`src/include/iox_pkg.sv`:
```
// iox_pkg: constants and types of the 16-pin serial-bus port expander
package iox_pkg;
	localparam int PINS = 16;
	// bits 6:1 fixed, bit 0 taken from the address-select pin
	localparam logic [6:0] SLV_ADDR = 7'h20;
	// register pointer: bits 2:1 pick the group, bit 0 the 8-bit port
	localparam logic [1:0] G_IN = 2'h0;
	localparam logic [1:0] G_OUT = 2'h1;
	localparam logic [1:0] G_POL = 2'h2;
	localparam logic [1:0] G_CFG = 2'h3;
	localparam logic [15:0] RST_OUT = 16'hffff;
	localparam logic [15:0] RST_POL = 16'h0000;
	localparam logic [15:0] RST_CFG = 16'hffff;
	// noise filter on the serial lines
	localparam int CLK_NS = 40;
	localparam int FILT_NS = 50;
	localparam int FILT_CYC_DEF = (FILT_NS + CLK_NS - 1) / CLK_NS;
	// apb byte offsets
	localparam logic [7:0] A_STAT = 8'h00;
	localparam logic [7:0] A_MASK = 8'h04;
	localparam logic [7:0] A_PINS = 8'h08;
	localparam logic [7:0] A_DIR = 8'h0c;
	// interrupt status bits
	localparam int EV_N = 3;
	localparam int EV_CHG = 0;
	localparam int EV_WR = 1;
	localparam int EV_RD = 2;
	typedef enum logic [2:0] {
		S_IDLE = 3'b000,
		S_ADDR = 3'b001,
		S_AACK = 3'b010,
		S_WR = 3'b011,
		S_WACK = 3'b100,
		S_RD = 3'b101,
		S_RACK = 3'b110
	} iox_st_t;
endpackage
```
`src/hw/iox_top.sv`:
```
// iox_top: serial-bus 16-pin port expander with apb interrupt registers
//
// The APB slave port and the placing of the registers were decided locally.
module iox_top #(
	parameter int FILT_CYC = iox_pkg::FILT_CYC_DEF
) (
	input wire logic pclk,
	input wire logic presetn,
	input wire logic psel,
	input wire logic penable,
	input wire logic pwrite,
	input wire logic [7:0] paddr,
	input wire logic [31:0] pwdata,
	output logic [31:0] prdata,
	output logic pready,
	output logic pslverr,
	output logic irq,
	input wire logic scl_i,
	input wire logic sda_i,
	output logic sda_o,
	output logic sda_oe,
	input wire logic reset_in_n,
	input wire logic addr_sel,
	input wire logic [iox_pkg::PINS-1:0] pin_i,
	output logic [iox_pkg::PINS-1:0] pin_o,
	output logic [iox_pkg::PINS-1:0] pin_oe,
	output logic alert_o,
	output logic alert_oe
);
	import iox_pkg::*;

	if (FILT_CYC < 1 || FILT_CYC > 8) begin : g_chk
		$error("FILT_CYC must lie in 1..8");
	end

	localparam logic [2:0] FC1 = 3'(FILT_CYC - 1);

	typedef struct packed {
		logic [1:0] scl_s;
		logic [1:0] sda_s;
		logic [1:0] rst_s;
		logic [1:0] asel_s;
		logic [1:0][15:0] pin_s;
		logic scl_f;
		logic sda_f;
		logic [2:0] sclc;
		logic [2:0] sdac;
		logic [15:0] inreg;
		logic [15:0] outreg;
		logic [15:0] pol;
		logic [15:0] cfg;
		logic [1:0] init;
		iox_st_t st;
		logic [3:0] bitc;
		logic [7:0] sh;
		logic [2:0] ptr;
		logic rw;
		logic first;
		logic nack;
		logic sda_oe;
		logic alert_oe;
		logic [EV_N-1:0] stat;
		logic [EV_N-1:0] mask;
		logic irq;
		logic [31:0] prdata;
		logic pready;
		logic pslverr;
		logic [15:0] pin_o;
		logic [15:0] pin_oe;
	} iox_state_t;

	localparam iox_state_t RST_S = '{
		scl_s: 2'h3, sda_s: 2'h3, rst_s: 2'h3, asel_s: 2'h0,
		pin_s: '0, scl_f: 1'b1, sda_f: 1'b1, sclc: 3'h0, sdac: 3'h0,
		inreg: 16'h0000, outreg: RST_OUT, pol: RST_POL, cfg: RST_CFG,
		init: 2'h3, st: S_IDLE, bitc: 4'h0, sh: 8'h00, ptr: 3'h0,
		rw: 1'b0, first: 1'b0, nack: 1'b0, sda_oe: 1'b0,
		alert_oe: 1'b0, stat: '0, mask: '0, irq: 1'b0,
		prdata: 32'h0000_0000, pready: 1'b0, pslverr: 1'b0,
		pin_o: RST_OUT, pin_oe: ~RST_CFG
	};

	iox_state_t s_q;
	iox_state_t s_d;
	logic scl_r;
	logic scl_fl;
	logic start;
	logic stop;
	logic ld;
	logic wr_ev;
	logic rd_ev;
	logic addr_hit;
	logic apb_acc;
	logic [15:0] live;
	logic [15:0] diff_q;
	logic [7:0] rdb;
	logic [EV_N-1:0] ev;
	logic [EV_N-1:0] clr;

	// keep a level until it has differed for FILT_CYC samples
	function automatic logic [3:0] filt(input logic raw, input logic f,
			input logic [2:0] c);
		if (raw == f) begin
			filt = {f, 3'h0};
		end else if (c == FC1) begin
			filt = {raw, 3'h0};
		end else begin
			filt = {f, 3'(c + 3'h1)};
		end
	endfunction

	function automatic logic [7:0] rd_sel(input logic [2:0] p,
			input iox_state_t s, input logic [15:0] lv);
		logic [15:0] w;
		w = 16'h0000;
		unique case (p[2:1])
			G_IN: w = lv;
			G_OUT: w = s.outreg;
			G_POL: w = s.pol;
			G_CFG: w = s.cfg;
		endcase
		rd_sel = w[{p[0], 3'b000} +: 8];
	endfunction

	// pointer steps between the two ports of one group
	function automatic logic [2:0] inc(input logic [2:0] p);
		inc = {p[2:1], ~p[0]};
	endfunction

	assign live = s_q.pin_s[1] ^ s_q.pol;
	assign diff_q = (live ^ s_q.inreg) & s_q.cfg & {16{~|s_q.init}};

	always_comb begin
		s_d = s_q;
		scl_r = 1'b0;
		scl_fl = 1'b0;
		start = 1'b0;
		stop = 1'b0;
		ld = 1'b0;
		wr_ev = 1'b0;
		rd_ev = 1'b0;
		addr_hit = 1'b0;
		rdb = rd_sel(s_q.ptr, s_q, live);
		s_d.scl_s = {s_q.scl_s[0], scl_i};
		s_d.sda_s = {s_q.sda_s[0], sda_i};
		s_d.rst_s = {s_q.rst_s[0], reset_in_n};
		s_d.asel_s = {s_q.asel_s[0], addr_sel};
		s_d.pin_s = {s_q.pin_s[0], pin_i};
		{s_d.scl_f, s_d.sclc} = filt(s_q.scl_s[1], s_q.scl_f, s_q.sclc);
		{s_d.sda_f, s_d.sdac} = filt(s_q.sda_s[1], s_q.sda_f, s_q.sdac);
		scl_r = ~s_q.scl_f & s_d.scl_f;
		scl_fl = s_q.scl_f & ~s_d.scl_f;
		start = s_q.scl_f & s_d.scl_f & s_q.sda_f & ~s_d.sda_f;
		stop = s_q.scl_f & s_d.scl_f & ~s_q.sda_f & s_d.sda_f;
		if (!s_q.rst_s[1]) begin
			// reset pin: port registers, pointer and bus machine as at power-on; apb status and mask kept
			s_d.outreg = RST_OUT;
			s_d.pol = RST_POL;
			s_d.cfg = RST_CFG;
			s_d.init = 2'h3;
			s_d.st = S_IDLE;
			s_d.sda_oe = 1'b0;
			s_d.bitc = 4'h0;
			s_d.ptr = 3'h0;
		end else if (s_q.init != 2'h0) begin
			// capture once the pin synchroniser has refilled after reset
			s_d.inreg = live;
			s_d.init = s_q.init - 2'h1;
		end else if (stop) begin
			s_d.st = S_IDLE;
			s_d.sda_oe = 1'b0;
		end else if (start) begin
			s_d.st = S_ADDR;
			s_d.bitc = 4'h0;
			s_d.first = 1'b1;
			s_d.sda_oe = 1'b0;
		end else begin
			unique case (s_q.st)
				S_IDLE: begin
				end
				S_ADDR, S_WR: begin
					if (scl_r) begin
						s_d.sh = {s_q.sh[6:0], s_q.sda_f};
						s_d.bitc = s_q.bitc + 4'h1;
					end
					if (scl_fl && s_q.bitc == 4'h8) begin
						s_d.bitc = 4'h0;
						if (s_q.st == S_ADDR) begin
							if (s_q.sh[7:1] ==
									{SLV_ADDR[6:1], s_q.asel_s[1]}) begin
								addr_hit = 1'b1;
								s_d.rw = s_q.sh[0];
								s_d.sda_oe = 1'b1;
								s_d.st = S_AACK;
							end else begin
								s_d.st = S_IDLE;
							end
						end else begin
							s_d.sda_oe = 1'b1;
							s_d.st = S_WACK;
							if (s_q.first) begin
								s_d.ptr = s_q.sh[2:0];
								s_d.first = 1'b0;
							end else begin
								wr_ev = 1'b1;
								s_d.ptr = inc(s_q.ptr);
								// input group is read-only
								unique case (s_q.ptr[2:1])
									G_IN: begin
									end
									G_OUT: s_d.outreg[{s_q.ptr[0], 3'b000} +: 8] =
										s_q.sh;
									G_POL: s_d.pol[{s_q.ptr[0], 3'b000} +: 8] =
										s_q.sh;
									G_CFG: s_d.cfg[{s_q.ptr[0], 3'b000} +: 8] =
										s_q.sh;
								endcase
							end
						end
					end
				end
				S_WACK: begin
					if (scl_fl) begin
						s_d.sda_oe = 1'b0;
						s_d.st = S_WR;
					end
				end
				S_AACK, S_RACK: begin
					if (scl_r && s_q.st == S_RACK) begin
						s_d.nack = s_q.sda_f;
					end
					if (scl_fl) begin
						s_d.sda_oe = 1'b0;
						s_d.bitc = 4'h0;
						if (s_q.st == S_AACK && !s_q.rw) begin
							s_d.st = S_WR;
						end else if (s_q.st == S_RACK && s_q.nack) begin
							s_d.st = S_IDLE;
						end else begin
							// load a byte and put its msb on the line
							ld = 1'b1;
							rd_ev = 1'b1;
							s_d.st = S_RD;
							s_d.sh = rdb;
							s_d.sda_oe = ~rdb[7];
							s_d.bitc = 4'h1;
							s_d.ptr = inc(s_q.ptr);
							if (s_q.ptr[2:1] == G_IN) begin
								s_d.inreg[{s_q.ptr[0], 3'b000} +: 8] = rdb;
							end
						end
					end
				end
				S_RD: begin
					if (scl_fl) begin
						if (s_q.bitc == 4'h8) begin
							s_d.sda_oe = 1'b0;
							s_d.nack = 1'b0;
							s_d.st = S_RACK;
						end else begin
							s_d.sh = {s_q.sh[6:0], 1'b0};
							s_d.sda_oe = ~s_q.sh[6];
							s_d.bitc = s_q.bitc + 4'h1;
						end
					end
				end
				default: s_d.st = S_IDLE;
			endcase
		end
		s_d.alert_oe = |diff_q;
		s_d.pin_o = s_d.outreg;
		s_d.pin_oe = ~s_d.cfg;
		// apb slave: one wait cycle, then pready
		apb_acc = psel & penable & ~s_q.pready;
		s_d.pready = apb_acc;
		s_d.pslverr = 1'b0;
		clr = '0;
		if (apb_acc) begin
			s_d.prdata = 32'h0000_0000;
			unique case (paddr)
				A_STAT: begin
					if (pwrite) begin
						clr = pwdata[EV_N-1:0];
					end else begin
						s_d.prdata[EV_N-1:0] = s_q.stat;
					end
				end
				A_MASK: begin
					if (pwrite) begin
						s_d.mask = pwdata[EV_N-1:0];
					end else begin
						s_d.prdata[EV_N-1:0] = s_q.mask;
					end
				end
				A_PINS: begin
					if (!pwrite) begin
						s_d.prdata = {s_q.pin_oe, s_q.pin_s[1]};
					end
				end
				A_DIR: begin
					if (!pwrite) begin
						s_d.prdata = {s_q.outreg, s_q.cfg};
					end
				end
				default: s_d.pslverr = 1'b1;
			endcase
		end
		ev = '0;
		ev[EV_CHG] = s_d.alert_oe & ~s_q.alert_oe;
		ev[EV_WR] = wr_ev;
		ev[EV_RD] = rd_ev;
		// a new event beats a clear in the same cycle
		s_d.stat = (s_q.stat & ~clr) | ev;
		s_d.irq = |(s_d.stat & s_d.mask);
	end

	always_ff @(posedge pclk or negedge presetn) begin
		if (!presetn) begin
			s_q <= RST_S;
		end else begin
			s_q <= s_d;
		end
	end

	assign prdata = s_q.prdata;
	assign pready = s_q.pready;
	assign pslverr = s_q.pslverr;
	assign irq = s_q.irq;
	assign sda_o = 1'b0;
	assign sda_oe = s_q.sda_oe;
	assign pin_o = s_q.pin_o;
	assign pin_oe = s_q.pin_oe;
	assign alert_o = 1'b0;
	assign alert_oe = s_q.alert_oe;
endmodule

```
`config.mk`:
```
export PLATFORM = sky130hd
export DESIGN_NAME = iox_top
export DESIGN_NICKNAME = d
export VERILOG_FILES = /design/src/include/iox_pkg.sv /design/src/hw/iox_top.sv
export SDC_FILE = /design/constraint.sdc
export NUM_CORES = 1
export LEC_CHECK = 0
export BUFFER_PORTS_ARGS = -buffer_cell sky130_fd_sc_hd__buf_2
export CAP_MARGIN = 20
export CORE_AREA = 2 2 159 161
export CTS_BUF_LIST = sky130_fd_sc_hd__clkbuf_4
export DETAILED_ROUTE_END_ITERATION = 10
export DIE_AREA = 0 0 161 163
export MAX_ROUTING_LAYER = met4
export PLACE_DENSITY = 0.72
export SLEW_MARGIN = 20
export SYNTH_ARGS = -nofsm -noshare
export SYNTH_HDL_FRONTEND = slang
export SYNTH_SLANG_ARGS = --single-unit
```
`constraint.sdc`:
```
create_clock -name pclk -period 2.37 [get_ports pclk]
set_input_delay 0.1185 -clock pclk [delete_from_list [all_inputs] [get_ports pclk]]
set_output_delay 0.1185 -clock pclk [all_outputs]
set_load 0.01 [all_outputs]
```
==> results.ini, run 1 <==
[detailed_routing]
drc=0
detail_route.vias_per_cell=5.330
drtPass1Iterations=5
route.detailed.wl_per_inst_um=18.23
drtIter0Drc=693
detailroute.via_count=7568
route.final.wire_length_um=25890
route.antenna.remaining_nets=0

[logic_synthesis]
synth-compound-area-share_pct=15.12
yosysTopAreaCell=dfrtp_1
post-synth-top-count-cell=dfrtp_1
synth.area.mux_share_pct=8.441
post_synth_most_frequent_cells=dfrtp_1 (152), nand2_1 (106), o21ai_0 (67), buf_4 (66), mux2_2 (45)
synth-adder-area-share_pct=0.3697
synth-seq-cells=194
yosys_most_used_dff=dfrtp_1
share_of_yosys_cell_area_claimed_by_the_top_area_cell_type_pct=37.46
synthesis.area_mm2=0.01015
ys_types=75
yosys_warnings=0
synth-edff-count=0
ys_seq_area_share_pct=48.33
asyncSetResetFlopFracSynth_pct=100.0
synth_area_per_cell_um2=10.54
cells_after_synthesis=963
synth.area.top_cells=dfrtp_1 (37%), dfstp_2 (11%), mux2_2 (5.0%)
synthSimpleGateAreaFrac_pct=14.11
synthXorXnorAreaFrac_pct=5.200
combinational_family_with_the_most_area_after_synthesis=compound AO/OA/AOI/OAI gates

[worst_setup_path]
timing.critical_path.buf_inv=1
crit_path_top_delay_cell=or3b_1
path_depth=6
cp_data_arrival_time_ns=2.78
worstPathCellList=or3b_1, a2111oi_4, a21oi_2, nor3b_4, buf_12, mux2_2
timing.critical_path.from_type=register
worst_path_dominant_cell_family=simple AND/OR/NAND/NOR gates
worst-r2r-setup-slack_ns=0.09
worst_case_reg_to_reg_path_depth=6
worst_ep_required_time_ns=2.88
worstSetupPathType=register to register
timing.critical_path.fanout_max=8
worst_setup_path_end_kind=register
timing.critical_path.slowest_cell_delay_ns=0.45

[pwr]
power.ir.vdd_worst_uv=266.4
power_density_mw_per_mm2=576.1
static-leakage-power_nw=4.983

[worst_hold_path]
holdPathStages=6
hold_path_class=input port to register

[run]
drv_cap=0

[die]
fp.dieH_um=163
die_width_um=161
core_area_mm2=0.02467
die_area_mm2=0.02624
std_cell_rows=58
io_pins=136
floorplan.initialDensity_pct=41.15

[cells_and_area]
final-seq-area_mm2=0.004907
stdcell_count=1420
layout-drive-gt1-share_pct=30.30
nets=1144
final_core_util_pct=47.69
filler_cell_count=2339
layout-area-overhead-vs-synth_pct=15.88
multi_input_comb_area_mm2=0.004469

[sta]
report.final.setup_viol=0
final_min_period_ns=2.278
skew_ns=0.02599
max_freq_mhz=439.1
max_slew_margin_pct=35.43
maxSlewViolCount=0
timing_hold_violations_final=0
layout_worst_path_cycle_share_pct=96.10
grt_setup_unrepaired=true
worst_slew_pin_slew_ns=0.9686

[grt]
grt_pass1_vias=7517
initial_antenna_violation_count=1
grt_overflow=0
grt.total_usage_pct=20.87
grt_start_max_net_pins=56
wire_length_of_the_first_global_routing_pass_um=41370

[clock_tree]
clockBufferDepth=2
cts_tree=built
cts.sinks=194
clk_pin_slew_worst_paths_ns=0.18
ctsHtreeMaxLevel=4
clkLatencyLatePin_ns=0.61
cts_root_buf=clkbuf_4
cts_inserted_buffers=17

[place]
port_buffers=104
routabilityCongestion=0.9293
place.detailed.hpwl_um=18500
placedCellCount=1347

[status]
run_status=finished clean

==> metal layers <==
metal / global-route usage (%) / part of all wire, % / vias to the layer above
met1: 28.24 / 47 / 3699
met5: - / 0 / -
met3: 3.387 / 5.3 / 35
met4: 8.320 / 2.5 / 0
met2: 31.53 / 45 / 255
li1: - / - / 3579
==> report_power, final <==
group / switching, mW / leakage, nW / internal, mW / total (mW)
Clock: 1.36 / 0.166 / 0.511 / 1.87
Combinational: 0.627 / 2.38 / 0.624 / 1.25
Sequential: 0.143 / 2.44 / 3.52 / 3.66
==> layout by cell type, fill, tap and decap left out, types with 17 or more instances in the layout <==
cell type,instances
dfrtp_1,152
nand2_1,106
buf_2,104
buf_4,69
o21ai_0,67
mux2_2,45
dfstp_2,42
xnor2_1,36
inv_1,35
dlygate4sd3_1,35
a22oi_1,29
nand3_1,27
mux2i_1,26
nor2_1,21
and2_1,20
nor2b_1,20
a2bb2oi_1,18
o211ai_1,17
clkbuf_4,17
==> sequential cells by signal, indices dropped and copies added, names as in the netlist <==
name / flops
pslverr: 1
pin_o: 16
s_d: 20
pready: 1
irq: 1
pin_oe: 16
sda_oe: 1
s_q: 105
alert_oe: 1
prdata: 32
==> per-stage QoR <==
stage	worst slack [ns]	instance area, um2	setup TNS, ns	hold WS (ns)	power [mW]
floorplan	0.05664	10160	0	-0.1771	4.378
finish	0.09249	11770	0	0.04702	6.778
detailed placement	0.1030	10990	0	0.1287	4.863
global placement	0.1273	10990	0	0.1291	4.843
CTS	0.05049	11650	0	0.001756	6.785
global route	-0.01048	11770	-0.01307	0.04975	7.108
==> final timing paths <==
check                      startpoint  endpoint
hold / removal               paddr[4]   s_q[71]
setup reg to reg             s_q[167]  s_q[160]
hold reg to reg              s_d[195]  s_q[195]
max in group asynchronous     presetn   s_q[75]
min in group asynchronous     presetn  s_q[164]
setup / recovery             s_q[167]  s_q[160]
==> what timing repair did <==
| item | 4_1_cts | 5_1_grt |
|---|---|---|
| hold buffers | 35 | 0 |
| endpoints found under the hold margin | 193 | 0 |
| setup endpoints to repair | 0 | 34 |
| gates resized for setup | 0 | 19 |
| setup buffers | 0 | 3 |
==> worst min-delay path: stages <==
cell       delay [ns]
buf_2            0.08
nor4_1           0.04
buf_4            0.15
nand4_1          0.11
a2bb2oi_1        0.08
inv_1            0.05
==> cell type report <==
cell class / count / share of cell area [%]
tap: 330 / 3.509
antenna: 1 / 0.02127
clock inverter: 15 / 1.584
timing repair buffer: 216 / 12.96
clock buffer: 17 / 1.085
multi-input combinational: 611 / 37.98
inverter: 36 / 1.148
sequential: 194 / 41.71
==> kinds of logic (layout without fill, tap and decap cells) <==
| group | after synthesis | after routing |
|---|---|---|
| XOR/XNOR | 50 | 50 |
| adder cells (fa/ha/maj) | 3 | 3 |
| AO/OA/AOI/OAI | 216 | 216 |
| multiplexers | 75 | 75 |
| other | 1 | 3 |
| AND/OR/NAND/NOR | 265 | 265 |
| buffers and inverters | 159 | 284 |
| flip-flops | 194 | 194 |
Note: power is estimated with default switching activity, not from simulation.
==> run 2, diff against run 1 <==
- CTS_BUF_LIST: sky130_fd_sc_hd__clkbuf_4 -> sky130_fd_sc_hd__clkbuf_16
==> results.ini, run 2 (synthesis results as in run 1) <==
[status]
run_status=finished clean

[cells_and_area]
top_register=s_q
largest_register_ffs=105
antennaDiodeCount=0
final_area_mm2=0.01188
commonest_non_fill_non_tap_cell_in_the_layout=dfrtp_1
nets=1129
layout-drive-gt1-share_pct=30.35
most-common-layout-cells=dfrtp_1 (152), nand2_1 (106), buf_2 (103)
layout-area-overhead-vs-synth_pct=17.02
stdcell_count=1404

[worst_setup_path]
timing.critical_path.from_type=register
r2r_start=s_q[167]
worst_setup_path_end_kind=register
worst-r2r-setup-slack_ns=0.08
timing.critical_path.fanout_max=8
r2r-end=s_q[160]
worstSetupPathType=register to register
worst_case_reg_to_reg_path_depth=6
cp_data_arrival_time_ns=2.62
worst_ep_required_time_ns=2.70

[grt]
wire_length_of_the_first_global_routing_pass_um=41300
grt.total_usage_pct=20.84
grt_overflow=0
grt_pass1_vias=7466
grt_start_max_net_pins=56
initial_antenna_violation_count=0

[sta]
max_freq_mhz=436.7
grt_setup_unrepaired=true
max_slew_margin_pct=35.38
setup_slack_ns=0.08009
worst_slew_pin_slew_ns=0.9693
layout_worst_path_cycle_share_pct=96.62
tns_ns=0
report.final.setup_viol=0
timing_hold_violations_final=0
final_min_period_ns=2.290
skew_ns=0.01128
maxSlewViolCount=0

[pwr]
power.ir.vdd_worst_uv=478.0
power_density_mw_per_mm2=655.5
totalPowerFinal_mw=7.788
static-leakage-power_nw=5.026

[worst_hold_path]
worst_hold_path.endpoint=pslverr
timing.hold.worst.start=paddr[6]
holdPathStages=3
hold_path_class=input port to register

[run]
drv_cap=0

[die]
core_area_mm2=0.02467
floorplan.initialDensity_pct=41.15
std_cell_rows=58
io_pins=136
die_width_um=161
die_area_mm2=0.02624
fp.dieH_um=163

[place]
place.detailed.hpwl_um=18500
placedCellCount=1347
pre_cts_ws_ns=0.1030
routabilityCongestion=0.9293
port_buffers=104
detailed_place.area_mm2=0.01099

[clock_tree]
cts_tree=built
clkLatencyLatePin_ns=0.44
ctsHtreeMaxLevel=4
cts.sinks=194
cts_inserted_buffers=17
clk_pin_slew_worst_paths_ns=0.08
cts_root_buf=clkbuf_16
clockBufferDepth=2

[detailed_routing]
drc=0
route.final.wire_length_um=25630
route.detailed.wl_per_inst_um=18.25
drtIter0Drc=653
detailroute.via_count=7523
drtPass1Iterations=5
detail_route.vias_per_cell=5.358
route.antenna.remaining_nets=0

==> run 2: critical path, stage by stage (launching register included) <==
cell and delay [ns]:
dfrtp_1 0.39, or3b_1 0.46, a2111oi_4 0.41, a21oi_2 0.16, nor3b_4 0.26, buf_12 0.16, mux2_2 0.33
==> run 2: how the worst max path moves through the flow <==
stage | from | end | slack, ns | cells after the start
global route | s_q[169] | pin_o[11] | -0.02 | 8
CTS | s_q[167] | s_q[160] | 0.07 | 6
finish | s_q[167] | s_q[160] | 0.08 | 6
detailed placement | s_q[167] | s_q[155] | 0.10 | 6
floorplan | s_q[167] | s_q[154] | 0.06 | 6
global placement | s_q[169] | s_q[94] | 0.13 | 6
==> run 2: through the flow <==
stage	hold WS (ns)	util [%]
after detailed placement	0.1287	44.54
after global routing	0.05392	48.15
after floorplan	-0.1771	-
after global placement	0.1291	44.54
final	0.02723	48.15
after CTS	0.01565	48.00
==> run 2: metal layers <==
layer | part of all wire, % | wire length, um | vias to the layer above | track usage (%)
li1 | - | - | 3554 | -
met1 | 47 | 12100 | 3681 | 28.28
met2 | 45 | 11630 | 255 | 31.68
met3 | 5.2 | 1342 | 33 | 3.310
met4 | 2.1 | 546 | 0 | 7.792
met5 | 0 | 0 | - | -
==> run 2: what timing repair did <==
action	4_1_cts	5_1_grt
endpoints found under the setup margin	0	20
gates resized for setup	0	7
hold endpoints to repair	71	0
hold buffers	24	0
buffers inserted	0	1
==> run 2: layout make-up <==
cell class	instances	area, um2
clock buffer	17	425.4
clock inverter	15	186.4
fill	2319	12790
inverter	36	135.1
multi-input combinational	611	4434
sequential	194	4907
tap	330	412.9
timing repair buffer	201	1380
==> run 2: power breakdown <==
part / leakage (nW) / switching [mW] / internal, mW
Clock: 0.297 / 1.48 / 1.44
Combinational: 2.29 / 0.615 / 0.598
Sequential: 2.44 / 0.142 / 3.51
==> run 3, diff against run 2 <==
- MAX_ROUTING_LAYER: met4 -> unset
==> results.ini, run 3 (synthesis results as in run 1) <==
[cells_and_area]
final_core_util_pct=48.64
commonest_non_fill_non_tap_cell_in_the_layout=dfrtp_1
top_register=s_q
layout-area-overhead-vs-synth_pct=18.19
layout-drive-gt1-share_pct=31.15
filler_cell_count=2233
antennaDiodeCount=0
final_area_mm2=0.01200
most-common-layout-cells=dfrtp_1 (152), nand2_1 (106), buf_2 (103)
nets=1137
largest_register_ffs=105

[pwr]
combinationalPowerShare_pct=15.8
static-leakage-power_nw=5.085
switching_power_mw=2.306
power_density_mw_per_mm2=657.2
switching_share_pct=29.24
clkPwrFrac_pct=37.8
power.ir.vdd_worst_uv=389.7
totalPowerFinal_mw=7.886
pwr-share-seq_pct=46.5
internal-power_mw=5.580

[worst_setup_path]
worst_ep_required_time_ns=2.70
worstSetupPathType=register to register
worstSetupStartpoint=s_q[167]
worst_setup_path_end_kind=register
r2r_start=s_q[167]
cp_data_arrival_time_ns=2.65
timing.critical_path.fanout_max=8
timing.critical_path.from_type=register

[worst_hold_path]
hold_path_class=input port to register
timing.hold.worst.start=paddr[6]

[sta]
final_min_period_ns=2.321
timing_hold_violations_final=0
worst_slew_pin_slew_ns=0.9728
grt_setup_unrepaired=true
max_freq_mhz=430.8
layout_worst_path_cycle_share_pct=97.94
skew_ns=0.01547
report.final.setup_viol=0
maxSlewViolCount=0
max_slew_margin_pct=35.15

[clock_tree]
ctsHtreeMaxLevel=4
cts_root_buf=clkbuf_16
clkLatencyLatePin_ns=0.44
cts.sinks=194
cts_inserted_buffers=17
cts_tree=built
clockBufferDepth=2
clk_pin_slew_worst_paths_ns=0.08

[place]
place.detailed.hpwl_um=18770
detailed_place.area_mm2=0.01106
port_buffers=104
routabilityCongestion=0.9516

[die]
io_pins=136
die_area_mm2=0.02624
core_area_mm2=0.02467
fp.dieH_um=163
floorplan.initialDensity_pct=41.15
die_width_um=161
std_cell_rows=58

[grt]
grt_overflow=0
wire_length_of_the_first_global_routing_pass_um=41330
grt.total_usage_pct=20.27
met1_usage_pct=27.89
grt_start_max_net_pins=60
grt-busiest-layer=met2
use_met3_pct=3.463
initial_antenna_violation_count=0
grt_pass1_vias=7395
globalRouteMet2Util_pct=31.53

[detailed_routing]
drtPass1Iterations=5
drc=0
drtIter0Drc=750
route.final.wire_length_um=25890
route.antenna.remaining_nets=0
route.detailed.wl_per_inst_um=18.33
detail_route.vias_per_cell=5.430
detailroute.via_count=7667

[status]
run_status=finished clean

[run]
drv_cap=0

[run 3: changes by cell type in the layout (fill, tap and decap cells not counted), moves of 2 or more]
cell	delta
buf_4	+8
clkinv_4	-2
clkinv_8	+2
nor3_1	-2
nor3_2	+2
[run 3: final cells by class]
type | count | area (um2) | area share [%]
Clock buffer | 17 | 425.4 | 3.545
Clock inverter | 15 | 202.7 | 1.689
Inverter | 36 | 135.1 | 1.126
Multi-Input combinational cell | 611 | 4477 | 37.31
Sequential cell | 194 | 4907 | 40.89
Tap cell | 330 | 412.9 | 3.441
Timing Repair Buffer | 209 | 1440 | 12.00
[run 3: critical path: stages, from the launching register on]
cell and delay [ns]:
dfrtp_1 0.42, or3b_1 0.45, a2111oi_4 0.43, a21oi_2 0.17, nor3b_4 0.26, buf_12 0.16
mux2_2 0.33
[run 3: worst paths after layout]
check / cells past startpoint / end / slack, ns
hold reg to reg: 0 / s_q[198] / 0.35
hold / removal: 3 / pslverr / 0.03
max in group asynchronous: 3 / s_q[110] / 1.40
setup reg to reg: 6 / s_q[156] / 0.05
min in group asynchronous: 2 / s_q[92] / 0.20
setup / recovery: 6 / s_q[156] / 0.05
[run 3: stage by stage]
stage               std cells  setup WS [ns]  setup TNS [ns]  hold WS, ns
floorplan                 964        0.05664               0      -0.1771
global placement         1356        -0.1266         -0.9795       0.1147
detailed placement       1356       -0.06284        -0.06284       0.1200
CTS                      1412        0.01791               0     0.002070
global route             1412      -0.009826        -0.03045      0.06611
finish                   1412        0.04875               0      0.02507
[run 3: power groups by stage]
stage / Clock (mW) / Sequential (mW) / Combinational (mW)
after floorplan: 0 / 3.67 / 0.703
after global placement: 0 / 3.71 / 1.15
after detailed placement: 0 / 3.72 / 1.17
after CTS: 3.03 / 3.66 / 1.21
after global routing: 3.19 / 3.69 / 1.34
final: 2.98 / 3.67 / 1.24
[run 3: routing by layer]
metal / routed length (um) / up-vias / share of wire, %
met5: 0 / - / 0
met4: 852 / 0 / 3.3
met3: 1634 / 46 / 6.3
met2: 11670 / 303 / 45
met1: 11730 / 3743 / 45
li1: - / 3575 / -
[run 3: repair_timing]
item,in CTS,in global routing
hold buffers,24,0
buffers inserted,0,0
hold endpoints to repair,67,0
endpoints found under the setup margin,1,20
gates resized for setup,1,11
pin swaps,0,5
